**src/wep_pkg.sv**
```systemverilog
// wep_pkg.sv: shared types and constants of the wake and power control block
package wep_pkg;
  // ----------------------------------------------------------------
  // timing
  // ----------------------------------------------------------------
  localparam int unsigned CLK_HZ        = 20_000_000;
  localparam int unsigned LONG_PRESS_MS = 4000;
  localparam int unsigned LONG_PRESS_CYC = (CLK_HZ / 1000) * LONG_PRESS_MS;
  localparam int unsigned PRESS_W       = 27;
  localparam int unsigned NUM_FANS      = 4;
  // ----------------------------------------------------------------
  // register map
  // ----------------------------------------------------------------
  localparam logic [3:0] ADDR_CTRL   = 4'h0;
  localparam logic [3:0] ADDR_CMD    = 4'h4;
  localparam logic [3:0] ADDR_STATUS = 4'h8;
  localparam logic [3:0] ADDR_WAKE   = 4'hC;
  localparam logic [7:0] CTRL_RST    = 8'h49;
  localparam logic [1:0] CMD_S3      = 2'h1;
  localparam logic [1:0] CMD_S4      = 2'h2;
  localparam logic [1:0] CMD_OFF     = 2'h3;
  localparam logic [1:0] MODE_ON     = 2'h1;
  localparam logic [1:0] MODE_LAST   = 2'h2;
  localparam logic [1:0] RESP_OKAY   = 2'h0;
  localparam logic [1:0] RESP_SLVERR = 2'h2;
  // wake source bit positions
  localparam int unsigned W_PME  = 0;
  localparam int unsigned W_PCIE = 1;
  localparam int unsigned W_LAN  = 2;
  localparam int unsigned W_USB  = 3;
  localparam int unsigned W_PS2  = 4;
  localparam int unsigned W_RING = 5;
  // ----------------------------------------------------------------
  // types
  // ----------------------------------------------------------------
  typedef enum logic [1:0] {
    PWR_OFF = 2'h0, PWR_ON = 2'h1, PWR_S3 = 2'h3, PWR_S4 = 2'h2
  } wep_pwr_type;
  typedef struct packed {
    logic       pme_n;
    logic       pcie_wake_n;
    logic       lan_wake;
    logic       usb_act;
    logic       ps2_act;
    logic       ring;
  } wep_wake_type;
  typedef struct packed {
    logic [1:0] last_mode;
    logic       led_dual;
    logic       ring_en;
    logic       pme_s5_en;
    logic       lan_s5_en;
    logic       pme_en;
  } wep_cfg_type;
  typedef struct packed {
    wep_pwr_type        pwr;
    wep_cfg_type        cfg;
    logic [5:0]         wake_flags;
    logic [5:0]         sync1;
    logic [5:0]         sync2;
    logic               btn1;
    logic               btn2;
    logic [PRESS_W-1:0] press_cnt;
    logic               long_done;
    logic               restored;
    logic               aw_got;
    logic               w_got;
    logic [3:0]         awaddr;
    logic [7:0]         wdata;
    logic               wstrb0;
    logic               bvalid;
    logic [1:0]         bresp;
    logic               rvalid;
    logic [31:0]        rdata;
    logic [1:0]         rresp;
  } wep_state_type;
endpackage

```
**src/wep_ctrl.sv**
```systemverilog
// wep_ctrl.sv: standby-domain power state and wake event controller
// ------------------------------------------------------------------
// Functional notes
// - fans all on in working state S0.
// - fans all off when off or in S3, S4, S5.
// - PME wakes from S3, S4, S5 only when PME wake enabled.
// - PCIe wake wakes from S3, S4 and S5.
// - USB activity wakes from S3 only.
// - PS/2 activity wakes from S3.
// - modem ring resumes from S3, only while ring interrupt unmasked.
// - LAN wake frame request powers system up.
// - after AC loss, restore prior on/off state per last-state setting.
// - power-off command drops main supply; supply keeps standby rails.
// - in S3 supply off, LED amber if dual colour, else dark.
// - enabled wake event in S3 returns system to working state.
// - standby indicator lit whenever standby power present.
// - LAN and PME wake from S5 off by default, enabled by setting.
// - short press toggles off/sleep and on; long press forces off.
// ------------------------------------------------------------------
`timescale 1ns/1ns
`default_nettype none
module wep_ctrl
  import wep_pkg::*;
#(
  parameter int unsigned HOLD_CYCLES = LONG_PRESS_CYC,
  parameter int unsigned FANS        = NUM_FANS
) (
  // clock and reset
  input  wire logic          aclk,
  input  wire logic          aresetn,
  // axi4-lite slave
  input  wire logic          s_axi_awvalid,
  output logic               s_axi_awready,
  input  wire logic [31:0]   s_axi_awaddr,
  input  wire logic          s_axi_wvalid,
  output logic               s_axi_wready,
  input  wire logic [31:0]   s_axi_wdata,
  input  wire logic [3:0]    s_axi_wstrb,
  output logic               s_axi_bvalid,
  input  wire logic          s_axi_bready,
  output logic [1:0]         s_axi_bresp,
  input  wire logic          s_axi_arvalid,
  output logic               s_axi_arready,
  input  wire logic [31:0]   s_axi_araddr,
  output logic               s_axi_rvalid,
  input  wire logic          s_axi_rready,
  output logic [31:0]        s_axi_rdata,
  output logic [1:0]         s_axi_rresp,
  // wake sources and power switch
  input  wire wep_wake_type  wake_in,
  input  wire logic          pwr_btn,
  input  wire logic          saved_on,
  // power supply and front panel
  output logic               ps_on_n,
  output logic [FANS-1:0]    fan_en,
  output logic               led_green,
  output logic               led_amber,
  output logic               stby_led,
  output logic               last_on
);
  initial begin
    if (HOLD_CYCLES < 2 || HOLD_CYCLES >= (1 << PRESS_W) || FANS < 1)
      $error("wep_ctrl: unsupported parameter values");
  end

  wep_state_type s;
  wep_state_type next_s;
  logic [5:0]    raw;
  logic [5:0]    allowed;
  logic [5:0]    hit;
  logic          wake_req;
  logic          sleeping;
  logic          long_hit;
  logic          short_rel;
  logic          wr_go;
  logic          cmd_wr;
  logic          rd_go;

  // ------------------------------------------------------------------
  // wake source qualification
  // ------------------------------------------------------------------
  assign raw = {wake_in.ring, wake_in.ps2_act, wake_in.usb_act,
                wake_in.lan_wake, ~wake_in.pcie_wake_n, ~wake_in.pme_n};
  assign sleeping = (s.pwr != PWR_ON);
  always_comb begin
    allowed = 6'h00;
    allowed[W_PME]  = s.cfg.pme_en &&
                      (s.pwr != PWR_OFF || s.cfg.pme_s5_en);
    // pcie wake from every sleep state
    allowed[W_PCIE] = sleeping;
    // lan request, gates the soft-off case
    allowed[W_LAN]  = s.pwr != PWR_OFF || s.cfg.lan_s5_en;
    allowed[W_USB]  = s.pwr == PWR_S3;
    allowed[W_PS2]  = s.pwr == PWR_S3;
    // ring needs the modem interrupt unmasked
    allowed[W_RING] = s.pwr == PWR_S3 && s.cfg.ring_en;
    if (!sleeping)
      allowed = 6'h00;
  end
  // one merged request, disallowed sources dropped
  assign hit      = s.sync2 & allowed;
  assign wake_req = |hit;
  assign long_hit = s.btn2 && !s.long_done &&
                    s.press_cnt == PRESS_W'(HOLD_CYCLES - 1);
  assign short_rel = !s.btn2 && s.press_cnt != '0 && !s.long_done;

  // ------------------------------------------------------------------
  // bus handshakes
  // ------------------------------------------------------------------
  assign s_axi_awready = !s.aw_got && !s.bvalid;
  assign s_axi_wready  = !s.w_got && !s.bvalid;
  assign s_axi_arready = !s.rvalid;
  assign wr_go  = s.aw_got && s.w_got && !s.bvalid;
  assign cmd_wr = wr_go && s.awaddr == ADDR_CMD && s.wstrb0;
  assign rd_go  = s_axi_arvalid && !s.rvalid;

  // ------------------------------------------------------------------
  // next state
  // ------------------------------------------------------------------
  always_comb begin
    next_s = s;
    // two stages, first read only by second
    next_s.sync1 = raw;
    next_s.sync2 = s.sync1;
    next_s.btn1  = pwr_btn;
    next_s.btn2  = s.btn1;
    // power switch press timing
    if (s.btn2) begin
      if (s.press_cnt != PRESS_W'(HOLD_CYCLES - 1))
        next_s.press_cnt = s.press_cnt + PRESS_W'(1);
      if (long_hit)
        next_s.long_done = 1'b1;
    end else begin
      next_s.press_cnt = '0;
      next_s.long_done = 1'b0;
    end
    // power state: restore, then long press, wake, short press, command
    if (!s.restored) begin
      next_s.restored = 1'b1;
      // last-state setting picks the power-up state
      if (s.cfg.last_mode == MODE_ON ||
          (s.cfg.last_mode == MODE_LAST && saved_on))
        next_s.pwr = PWR_ON;
    end else if (long_hit && s.pwr != PWR_OFF) begin
      next_s.pwr = PWR_OFF;
    end else if (wake_req) begin
      next_s.pwr = PWR_ON;
    end else if (short_rel) begin
      next_s.pwr = sleeping ? PWR_ON : PWR_S3;
    end else if (cmd_wr && s.pwr == PWR_ON) begin
      case (s.wdata[1:0])
        CMD_S3:  next_s.pwr = PWR_S3;
        CMD_S4:  next_s.pwr = PWR_S4;
        CMD_OFF: next_s.pwr = PWR_OFF;
        default: next_s.pwr = s.pwr;
      endcase
    end
    // write channel: address and data in either order
    if (s_axi_awvalid && s_axi_awready) begin
      next_s.aw_got = 1'b1;
      next_s.awaddr = s_axi_awaddr[3:0];
    end
    if (s_axi_wvalid && s_axi_wready) begin
      next_s.w_got  = 1'b1;
      next_s.wdata  = s_axi_wdata[7:0];
      next_s.wstrb0 = s_axi_wstrb[0];
    end
    // sticky wake flags; a new event beats the clear
    next_s.wake_flags = s.wake_flags;
    if (wr_go) begin
      next_s.aw_got = 1'b0;
      next_s.w_got  = 1'b0;
      next_s.bvalid = 1'b1;
      next_s.bresp  = RESP_OKAY;
      case (s.awaddr)
        ADDR_CTRL:
          if (s.wstrb0)
            next_s.cfg = wep_cfg_type'(s.wdata[6:0]);
        ADDR_CMD:    next_s.bresp = RESP_OKAY;
        ADDR_STATUS: next_s.bresp = RESP_OKAY;
        ADDR_WAKE:
          if (s.wstrb0)
            next_s.wake_flags = s.wake_flags & ~s.wdata[5:0];
        default:     next_s.bresp = RESP_SLVERR;
      endcase
    end
    next_s.wake_flags = next_s.wake_flags | (wake_req ? hit : 6'h00);
    if (s.bvalid && s_axi_bready)
      next_s.bvalid = 1'b0;
    // read channel, answer one cycle after the address
    if (rd_go) begin
      next_s.rvalid = 1'b1;
      next_s.rresp  = RESP_OKAY;
      case (s_axi_araddr[3:0])
        ADDR_CTRL:   next_s.rdata = {25'h0, s.cfg};
        ADDR_CMD:    next_s.rdata = 32'h0;
        ADDR_STATUS: next_s.rdata = {28'h0, !ps_on_n, fan_en[0], s.pwr};
        ADDR_WAKE:   next_s.rdata = {26'h0, s.wake_flags};
        default: begin
          next_s.rdata = 32'h0;
          next_s.rresp = RESP_SLVERR;
        end
      endcase
    end else if (s.rvalid && s_axi_rready) begin
      next_s.rvalid = 1'b0;
    end
  end

  always_ff @(posedge aclk) begin
    if (!aresetn) begin
      s            <= '0;
      s.cfg        <= wep_cfg_type'(CTRL_RST[6:0]);
    end else begin
      s <= next_s;
    end
  end

  // ------------------------------------------------------------------
  // outputs
  // ------------------------------------------------------------------
  // fans on in S0; off otherwise
  assign fan_en    = {FANS{s.pwr == PWR_ON}};
  // supply on only when working; off in S3
  assign ps_on_n   = (s.pwr != PWR_ON);
  assign led_green = (s.pwr == PWR_ON);
  // amber in S3 for a dual-colour lamp
  assign led_amber = (s.pwr == PWR_S3) && s.cfg.led_dual;
  // lit as long as this logic has standby power
  assign stby_led  = 1'b1;
  assign last_on   = (s.pwr == PWR_ON);
  assign s_axi_bvalid = s.bvalid;
  assign s_axi_bresp  = s.bresp;
  assign s_axi_rvalid = s.rvalid;
  assign s_axi_rdata  = s.rdata;
  assign s_axi_rresp  = s.rresp;
endmodule
`default_nettype wire

```
**config.mk**
```make
export PLATFORM = sky130hd
export DESIGN_NAME = wep_ctrl
export DESIGN_NICKNAME = d
export VERILOG_FILES = /design/src/wep_pkg.sv /design/src/wep_ctrl.sv
export SDC_FILE = /design/constraint.sdc
export NUM_CORES = 1
export LEC_CHECK = 0
export BUFFER_PORTS_ARGS = -buffer_cell sky130_fd_sc_hd__buf_2
export CAP_MARGIN = 10
export CORE_MARGIN = 3
export CORE_UTILIZATION = 39
export CTS_CLUSTER_SIZE = 14
export DETAILED_ROUTE_END_ITERATION = 12
export MAX_ROUTING_LAYER = met4
export PLACE_DENSITY_LB_ADDON = 0.1
export SLEW_MARGIN = 20
export SYNTH_ARGS = -nofsm -noshare
export SYNTH_HDL_FRONTEND = slang
export SYNTH_SLANG_ARGS = --single-unit
```
**constraint.sdc**
```tcl
create_clock -name aclk -period 3.2 [get_ports aclk]
set_clock_uncertainty 0.15 [all_clocks]
set_input_delay 0.32 -clock aclk [delete_from_list [all_inputs] [get_ports aclk]]
set_output_delay 0.32 -clock aclk [all_outputs]
set_load 0.02 [all_outputs]
```
==> metrics.md, run 1 <==
| Metric | Value |
|---|---|
| Status | finished, final reports clean |
| Hold WC Path Type | primary input to flip-flop |
| Fin util | 0.452 |
| Crit path max fanout | 5 |
| DP Wirelength | 5610 um |
| # Max-Cap Violations | 0 |
| PD cells | 512 nW/um2 |
| Post-synth cell types | 51 |
| Crit path time final | 2450 ps |
| P_sw | 0.529 mW |
| Die width | 105 um |
| H-tree depth | 3 |
| CTS Buf Count | 9 |
| Sw Ratio | 0.244 |
| Commonest non-fill, non-tap cell in the layout | dfxtp_1 |
| Drt total wl | 7900 um |
| Reg2Reg Depth | 7 |
| CP peak stage delay | 680 ps |
| Sequential share of power | 0.500 |
| Synth async-reset ratio | 0 |
| CP Launch Type | flip-flop |
| Final Instance Area | 4240 um2 |
| Violation count after the first detailed-route iteration | 115 |
| Dominant synthesized flop cell | dfxtp_1 |
| Synth area leader | dfxtp_1 |
| Comb pwr share | 0.084 |
| Final hold violation count | 0 |
| Pin count of the biggest net entering global routing | 32 |
| Post_cts resized | 0 |
| Slowest CP cell | nor4_1 |
| Setup crit end kind | flip-flop |
| FF+latch area | 1660 um2 |
| Total Nets Final | 593 |
| Worst-margin pin slew | 807 ps |
| Routed len/inst | 13.0 um |
| Register bit total from synthesis | 83 |
| Vias per cell | 4.79 |
| Reg-to-reg startpoint | s[55] |
| Placed instance area | 3970 um2 |
| Starting Density | 0.408 |
| Seq/Total Area, Yosys | 0.435 |
| R2r endpoint | s[61] |
| Leak pwr | 1.68 nW |
| Avg Inst Size Synth | 8.69 um2 |
| Clk sink count | 83 |
| EDFF count, synth | 0 |
| Highest clock rate | 408 MHz |
| Hold Buf Count CTS | 3 |
| Clk slew on worst S/H paths | 90 ps |
| Setup violators final | 0 |
| Final Max Tran Viols | 0 |
| # fillers | 939 |
| Post-Syn Instances | 440 |
| Final GP Congestion | 0.797 |
| CP required | 3270 ps |
| Antenna-violating nets left | 0 |
| Layout area overhead | 10.8% |
| IO Count | 165 |
| Crit path kind | flip-flop to flip-flop |
| Global route total overflow | 0 |
| Yosys top cell area share | 0.435 |
| Critical hold path startpoint | wake_in[2] |
| First-pass iteration count of the detailed router | 4 |
| Total track usage | 0.150 |
| Clock Tree Buf Depth | 2 |
| Port bufs | 52 |
| Slew Limit Headroom | 0.459 |
| Int Power | 1.64 mW |
| Setup TNS | 0 ps |
| R2r setup slk | 750 ps |
| Yosys warns | 0 |
| Commonest non-fill, non-tap cells in the layout | 83 x dfxtp_1, 64 x nor2_1, 52 x buf_2 |
| Area taken by multi-input logic gates | 1830 um2 |
| Main area contributors after synthesis | dfxtp_1 43%, buf_4 8.2%, nor2_1 6.3%, nand2_1 4.8%, xor2_1 4.8% |
| Initial antenna violation count | 0 |
| Max rail drop VDD | 295 uV |
| Vias in the first global route | 2684 |
| Hold path endpoint | next_s[87] |
| Die area | 11000 um2 |
| Core Footprint | 9370 um2 |
| Cell breakdown of the critical path | ha_1 > nand2_1 > nor4_1 > a31oi_1 > nand4_1 > xor2_1 > nor2_1 |
| Hold path depth | 2 |
| Setup Buffers After CTS | 0 |
| RSZ-0062 raised after global routing | no |
| Clk Latency, worst-skew pair | 350 ps |
| Clock network fraction of total power | 0.415 |
| Critical path arrival | 2520 ps |
| Antenna cells | 0 |
| CTS Root Cell | clkbuf_8 |
| First-pass GRT wire length | 13100 um |
| Layout cells sized above 1 | 0.171 |
| Row cnt | 35 |
| Vert. Die Dim | 105 um |
| TritonCTS clock tree | yes |
| DRC violations left | 0 |
| Period utilization | 0.766 |
| Total number of vias | 2917 |
| Synthesized area | 3820 um2 |
-- cell usage after synthesis (all sizes together) (2+ instances only) --
cell / n
dfxtp: 83
nor2: 65
nand2: 49
buf: 45
xor2: 21
a21oi: 20
and2: 18
nand4: 17
clkbuf: 13
mux2i: 12
inv: 10
and3: 9
nand3: 8
nor4: 8
a22oi: 7
a22o: 6
o21ai: 6
nor3: 5
a211oi: 4
or4: 4
and4: 3
nand2b: 3
xnor2: 3
a32oi: 2
conb: 2
ha: 2
nor4b: 2
o211ai: 2
-- registers in the layout (all words and copies together) (netlist names) --
signal and flops:
s 65, s_axi_bvalid 1, s_axi_bresp 1, s_axi_rdata 7, s_axi_rresp 1, next_s 7, s_axi_rvalid 1
-- layer usage --
metal / share of wire / up-vias / wire (um) / global-route usage
li1: - / 1494 / - / -
met1: 0.52 / 1339 / 4130 / 0.211
met2: 0.42 / 74 / 3300 / 0.213
met3: 0.043 / 10 / 338 / 0.0266
met4: 0.016 / 0 / 125 / 0.0562
met5: 0 / - / 0 / -
-- cell families after synthesis --
logic type               share of synthesized area
buffers and inverters                        0.112
multiplexers                                0.0344
AO/OA/AOI/OAI                               0.0975
AND/OR/NAND/NOR                              0.258
other                                      0.00196
XOR/XNOR                                    0.0550
flip-flops                                   0.435
adder cells (fa/ha/maj)                    0.00654
-- worst max-delay path: cells and delay by family, from the launching register on --
| kind | cells | cell delay (ps) |
|---|---|---|
| XOR/XNOR | 1 | 160 |
| AND/OR/NAND/NOR | 4 | 1040 |
| flip-flops | 1 | 400 |
| AO/OA/AOI/OAI | 1 | 350 |
| adder cells (fa/ha/maj) | 1 | 230 |
-- cell type report --
class,instances,area share
Multi-Input combinational cell,315,0.432
Tap cell,129,0.0381
Sequential cell,83,0.392
Inverter,10,0.00886
Clock inverter,6,0.0272
Timing Repair Buffer,57,0.0721
Clock buffer,9,0.0292
-- worst max path at each step --
stage,from,end,slack [ps],cells past startpoint
3_3_place_gp,s[55],s[65],820,7
5_1_grt,s[55],s[60],540,7
6_report,s[55],s[61],750,7
3_5_place_dp,s[55],s[65],800,7
4_1_cts,s[55],s[61],770,7
2_1_floorplan,s[109],s[110],1010,8
-- power groups by stage --
stage	sequential, mW	clock, mW	combinational (mW)
5_1_grt	1.09	0.975	0.203
3_3_place_gp	1.11	0	0.181
2_1_floorplan	1.10	0	0.171
3_5_place_dp	1.11	0	0.182
4_1_cts	1.09	0.927	0.185
6_report	1.09	0.900	0.183
-- through the flow --
step	instances	worst slack (ps)	power (mW)	hold slack [ps]
3_3_place_gp	591	815	1.29	267
5_1_grt	609	536	2.27	12.2
6_report	609	750	2.17	27.3
2_1_floorplan	466	1010	1.27	198
3_5_place_dp	591	797	1.29	267
4_1_cts	609	767	2.20	8.74
No activity file was read; power rests on OpenSTA's default activity.
==> inputs of run 2 (changes only) <==
Clock period 3.2 ns to 2.27 ns, I/O delays scaled along.
==> run 2 against run 1 <==
Net effect: count of clock-buffer cells in the layout increased by 1; worst setup slack got worse by 640 ps; sequential power increased by 40%; critical endpoint is now s[72]; highest routed layer unchanged.
==> metrics.md, run 2 (synthesis gave the netlist of run 1 again) <==
| Metric | Value |
|---|---|
| Routed len/inst | 12.8 um (was 13.0 um) |
| Critical path arrival | 2240 ps (was 2520 ps) |
| Clk Latency, worst-skew pair | 350 ps (about the same) |
| # fillers | 949 (was 939) |
| CP Launch Type | flip-flop (unchanged) |
| Clk slew on worst S/H paths | 90 ps (about the same) |
| IO Count | 165 (unchanged) |
| Die width | 105 um (unchanged) |
| # Max-Cap Violations | 0 (unchanged) |
| Final GP Congestion | 0.813 (was 0.797) |
| First-pass GRT wire length | 14200 um (was 13100 um) |
| Slew Limit Headroom | 0.611 (was 0.459) |
| Antenna-violating nets left | 0 (unchanged) |
| Placed Cells | 614 (was 591) |
| Layout area overhead | 18.8% (was 10.8%) |
| Pin count of the biggest net entering global routing | 38 (was 32) |
| H-tree depth | 3 (unchanged) |
| Crit path kind | flip-flop to flip-flop (unchanged) |
| Reg-to-reg startpoint | s[65] (was s[55]) |
| First-pass iteration count of the detailed router | 4 (unchanged) |
| Slowest CP cell | or4_4 (was nor4_1) |
| PD cells | 623 nW/um2 (was 512 nW/um2) |
| Total Nets Final | 634 (was 593) |
| Vias per cell | 4.80 (was 4.79) |
| CP peak stage delay | 540 ps (was 680 ps) |
| Leak pwr | 1.85 nW (was 1.68 nW) |
| Row cnt | 35 (unchanged) |
| Setup crit end kind | flip-flop (unchanged) |
| Total number of vias | 3127 (was 2917) |
| Final Non-Filler Cells | 651 (was 609) |
| Placed instance area | 4140 um2 (was 3970 um2) |
| CP required | 2340 ps (was 3270 ps) |
| Area taken by multi-input logic gates | 1840 um2 (was 1830 um2) |
| R2r setup slk | 110 ps (was 750 ps) |
| Period utilization | 0.953 (was 0.766) |
| Crit path max fanout | 15 (was 5) |
| Vert. Die Dim | 105 um (unchanged) |
| Final hold violation count | 0 (unchanged) |
| Max rail drop VDD | 332 uV (was 295 uV) |
| WL met3 | 416 um (was 338 um) |
| Status | finished, final reports clean (unchanged) |
| TritonCTS clock tree | yes (unchanged) |
| DRC violations left | 0 (unchanged) |
| Setup violators final | 0 (unchanged) |
| Antenna cells | 0 (unchanged) |
| Critical Path Start | s[65] (was s[55]) |
| Drt total wl | 8330 um (was 7900 um) |
| Vias in the first global route | 2924 (was 2684) |
| Commonest non-fill, non-tap cells in the layout | 83 x dfxtp_1, 64 x nor2_1, 52 x buf_2 (unchanged) |
| Die area | 11000 um2 (unchanged) |
| Core Footprint | 9370 um2 (unchanged) |
| Setup Buffers After CTS | 0 (unchanged) |
| Clock Tree Buf Depth | 2 (unchanged) |
| Initial antenna violation count | 0 (unchanged) |
| Cell breakdown of the critical path | or4_4 > nor4_4 > nand3_4 > nand3_1 > xor2_1 > nor2_1 (was ha_1 > nand2_1 > nor4_1 > a31oi_1 > nand4_1 > xor2_1 > nor2_1) |
| Fin util | 0.485 (was 0.452) |
| Port bufs | 52 (unchanged) |
| Dpl ws | 94.7 ps (was 797 ps) |
| Violation count after the first detailed-route iteration | 151 (was 115) |
| Worst-margin pin slew | 580 ps (was 807 ps) |
| Commonest non-fill, non-tap cell in the layout | dfxtp_1 (unchanged) |
| Crit path time final | 2160 ps (was 2450 ps) |
| Final Worst Setup Slack | 106 ps (was 750 ps) |
| RSZ-0062 raised after global routing | yes (was no) |
| Total track usage | 0.160 (was 0.150) |
| Final Instance Area | 4540 um2 (was 4240 um2) |
| Max FFs per register | 65 (unchanged) |
| DP Wirelength | 5920 um (was 5610 um) |
| Highest clock rate | 462 MHz (was 408 MHz) |
| Final Max Tran Viols | 0 (unchanged) |
| Hold WC Path Type | primary input to flip-flop (unchanged) |
| CTS Root Cell | clkbuf_8 (unchanged) |
| Starting Density | 0.408 (unchanged) |
| Critical Path Sink | s[72] (was s[61]) |
| Biggest register | s (unchanged) |
| Reg2Reg Depth | 6 (was 7) |
| FF+latch area | 1660 um2 (unchanged) |
| Top layer in use | met4 (unchanged) |
| Layout cells sized above 1 | 0.205 (was 0.171) |
| M1 WL | 4210 um (was 4130 um) |
| Global route total overflow | 0 (unchanged) |
| Clk sink count | 83 (unchanged) |
| Wire length on met2 | 3650 um (was 3300 um) |
| R2r endpoint | s[72] (was s[61]) |
| CTS Buf Count | 9 (unchanged) |
==> run 2: metal layers <==
metal	global-route usage	vias up
met5	-	-
li1	-	1580
met2	0.235	89
met1	0.221	1453
met4	0.0394	0
met3	0.0395	5
==> run 2: worst min-delay path by stage <==
stage            startpoint           end  cells past startpoint
3_3_place_gp     wake_in[4]    next_s[85]                      2
6_report       s_axi_bready  s_axi_bvalid                      4
5_1_grt             aresetn         s[53]                      1
4_1_cts        s_axi_bready  s_axi_bvalid                      4
3_5_place_dp     wake_in[5]    next_s[84]                      2
2_1_floorplan       aresetn         s[53]                      0
==> run 2: worst max-delay path, delay by kind of cell (launching register included) <==
| kind | cells | cell delay [ps] |
|---|---|---|
| XOR/XNOR | 1 | 170 |
| flip-flops | 1 | 320 |
| AND/OR/NAND/NOR | 5 | 1400 |
==> run 2: final cells by class <==
type,instances,area share
Inverter,10,0.00826
Tap cell,129,0.0355
Timing Repair Buffer,98,0.145
Clock buffer,10,0.0303
Clock inverter,6,0.0105
Sequential cell,83,0.366
Multi-Input combinational cell,315,0.405
==> run 2: what timing repair did <==
| item | in CTS | in global routing |
|---|---|---|
| hold buffers | 21 | 0 |
| endpoints found under the setup margin | 0 | 5 |
| endpoints found under the hold margin | 20 | 0 |
| gates resized for setup | 0 | 2 |
==> run 2: power by group <==
part / leakage (nW) / internal, mW / total [mW] / switching (mW)
clock: 0.0937 / 0.440 / 1.00 / 0.565
combinational: 1.08 / 0.116 / 0.296 / 0.180
sequential: 0.676 / 1.50 / 1.53 / 0.0325
==> run 2: through the flow <==
step	hold WS, ps	power, mW	TNS, ps
final	22.0	2.83	0
after global routing	23.7	2.97	-5.32
after CTS	8.98	2.87	0
after detailed placement	229	1.83	0
after global placement	228	1.83	0
after floorplan	105	1.79	0
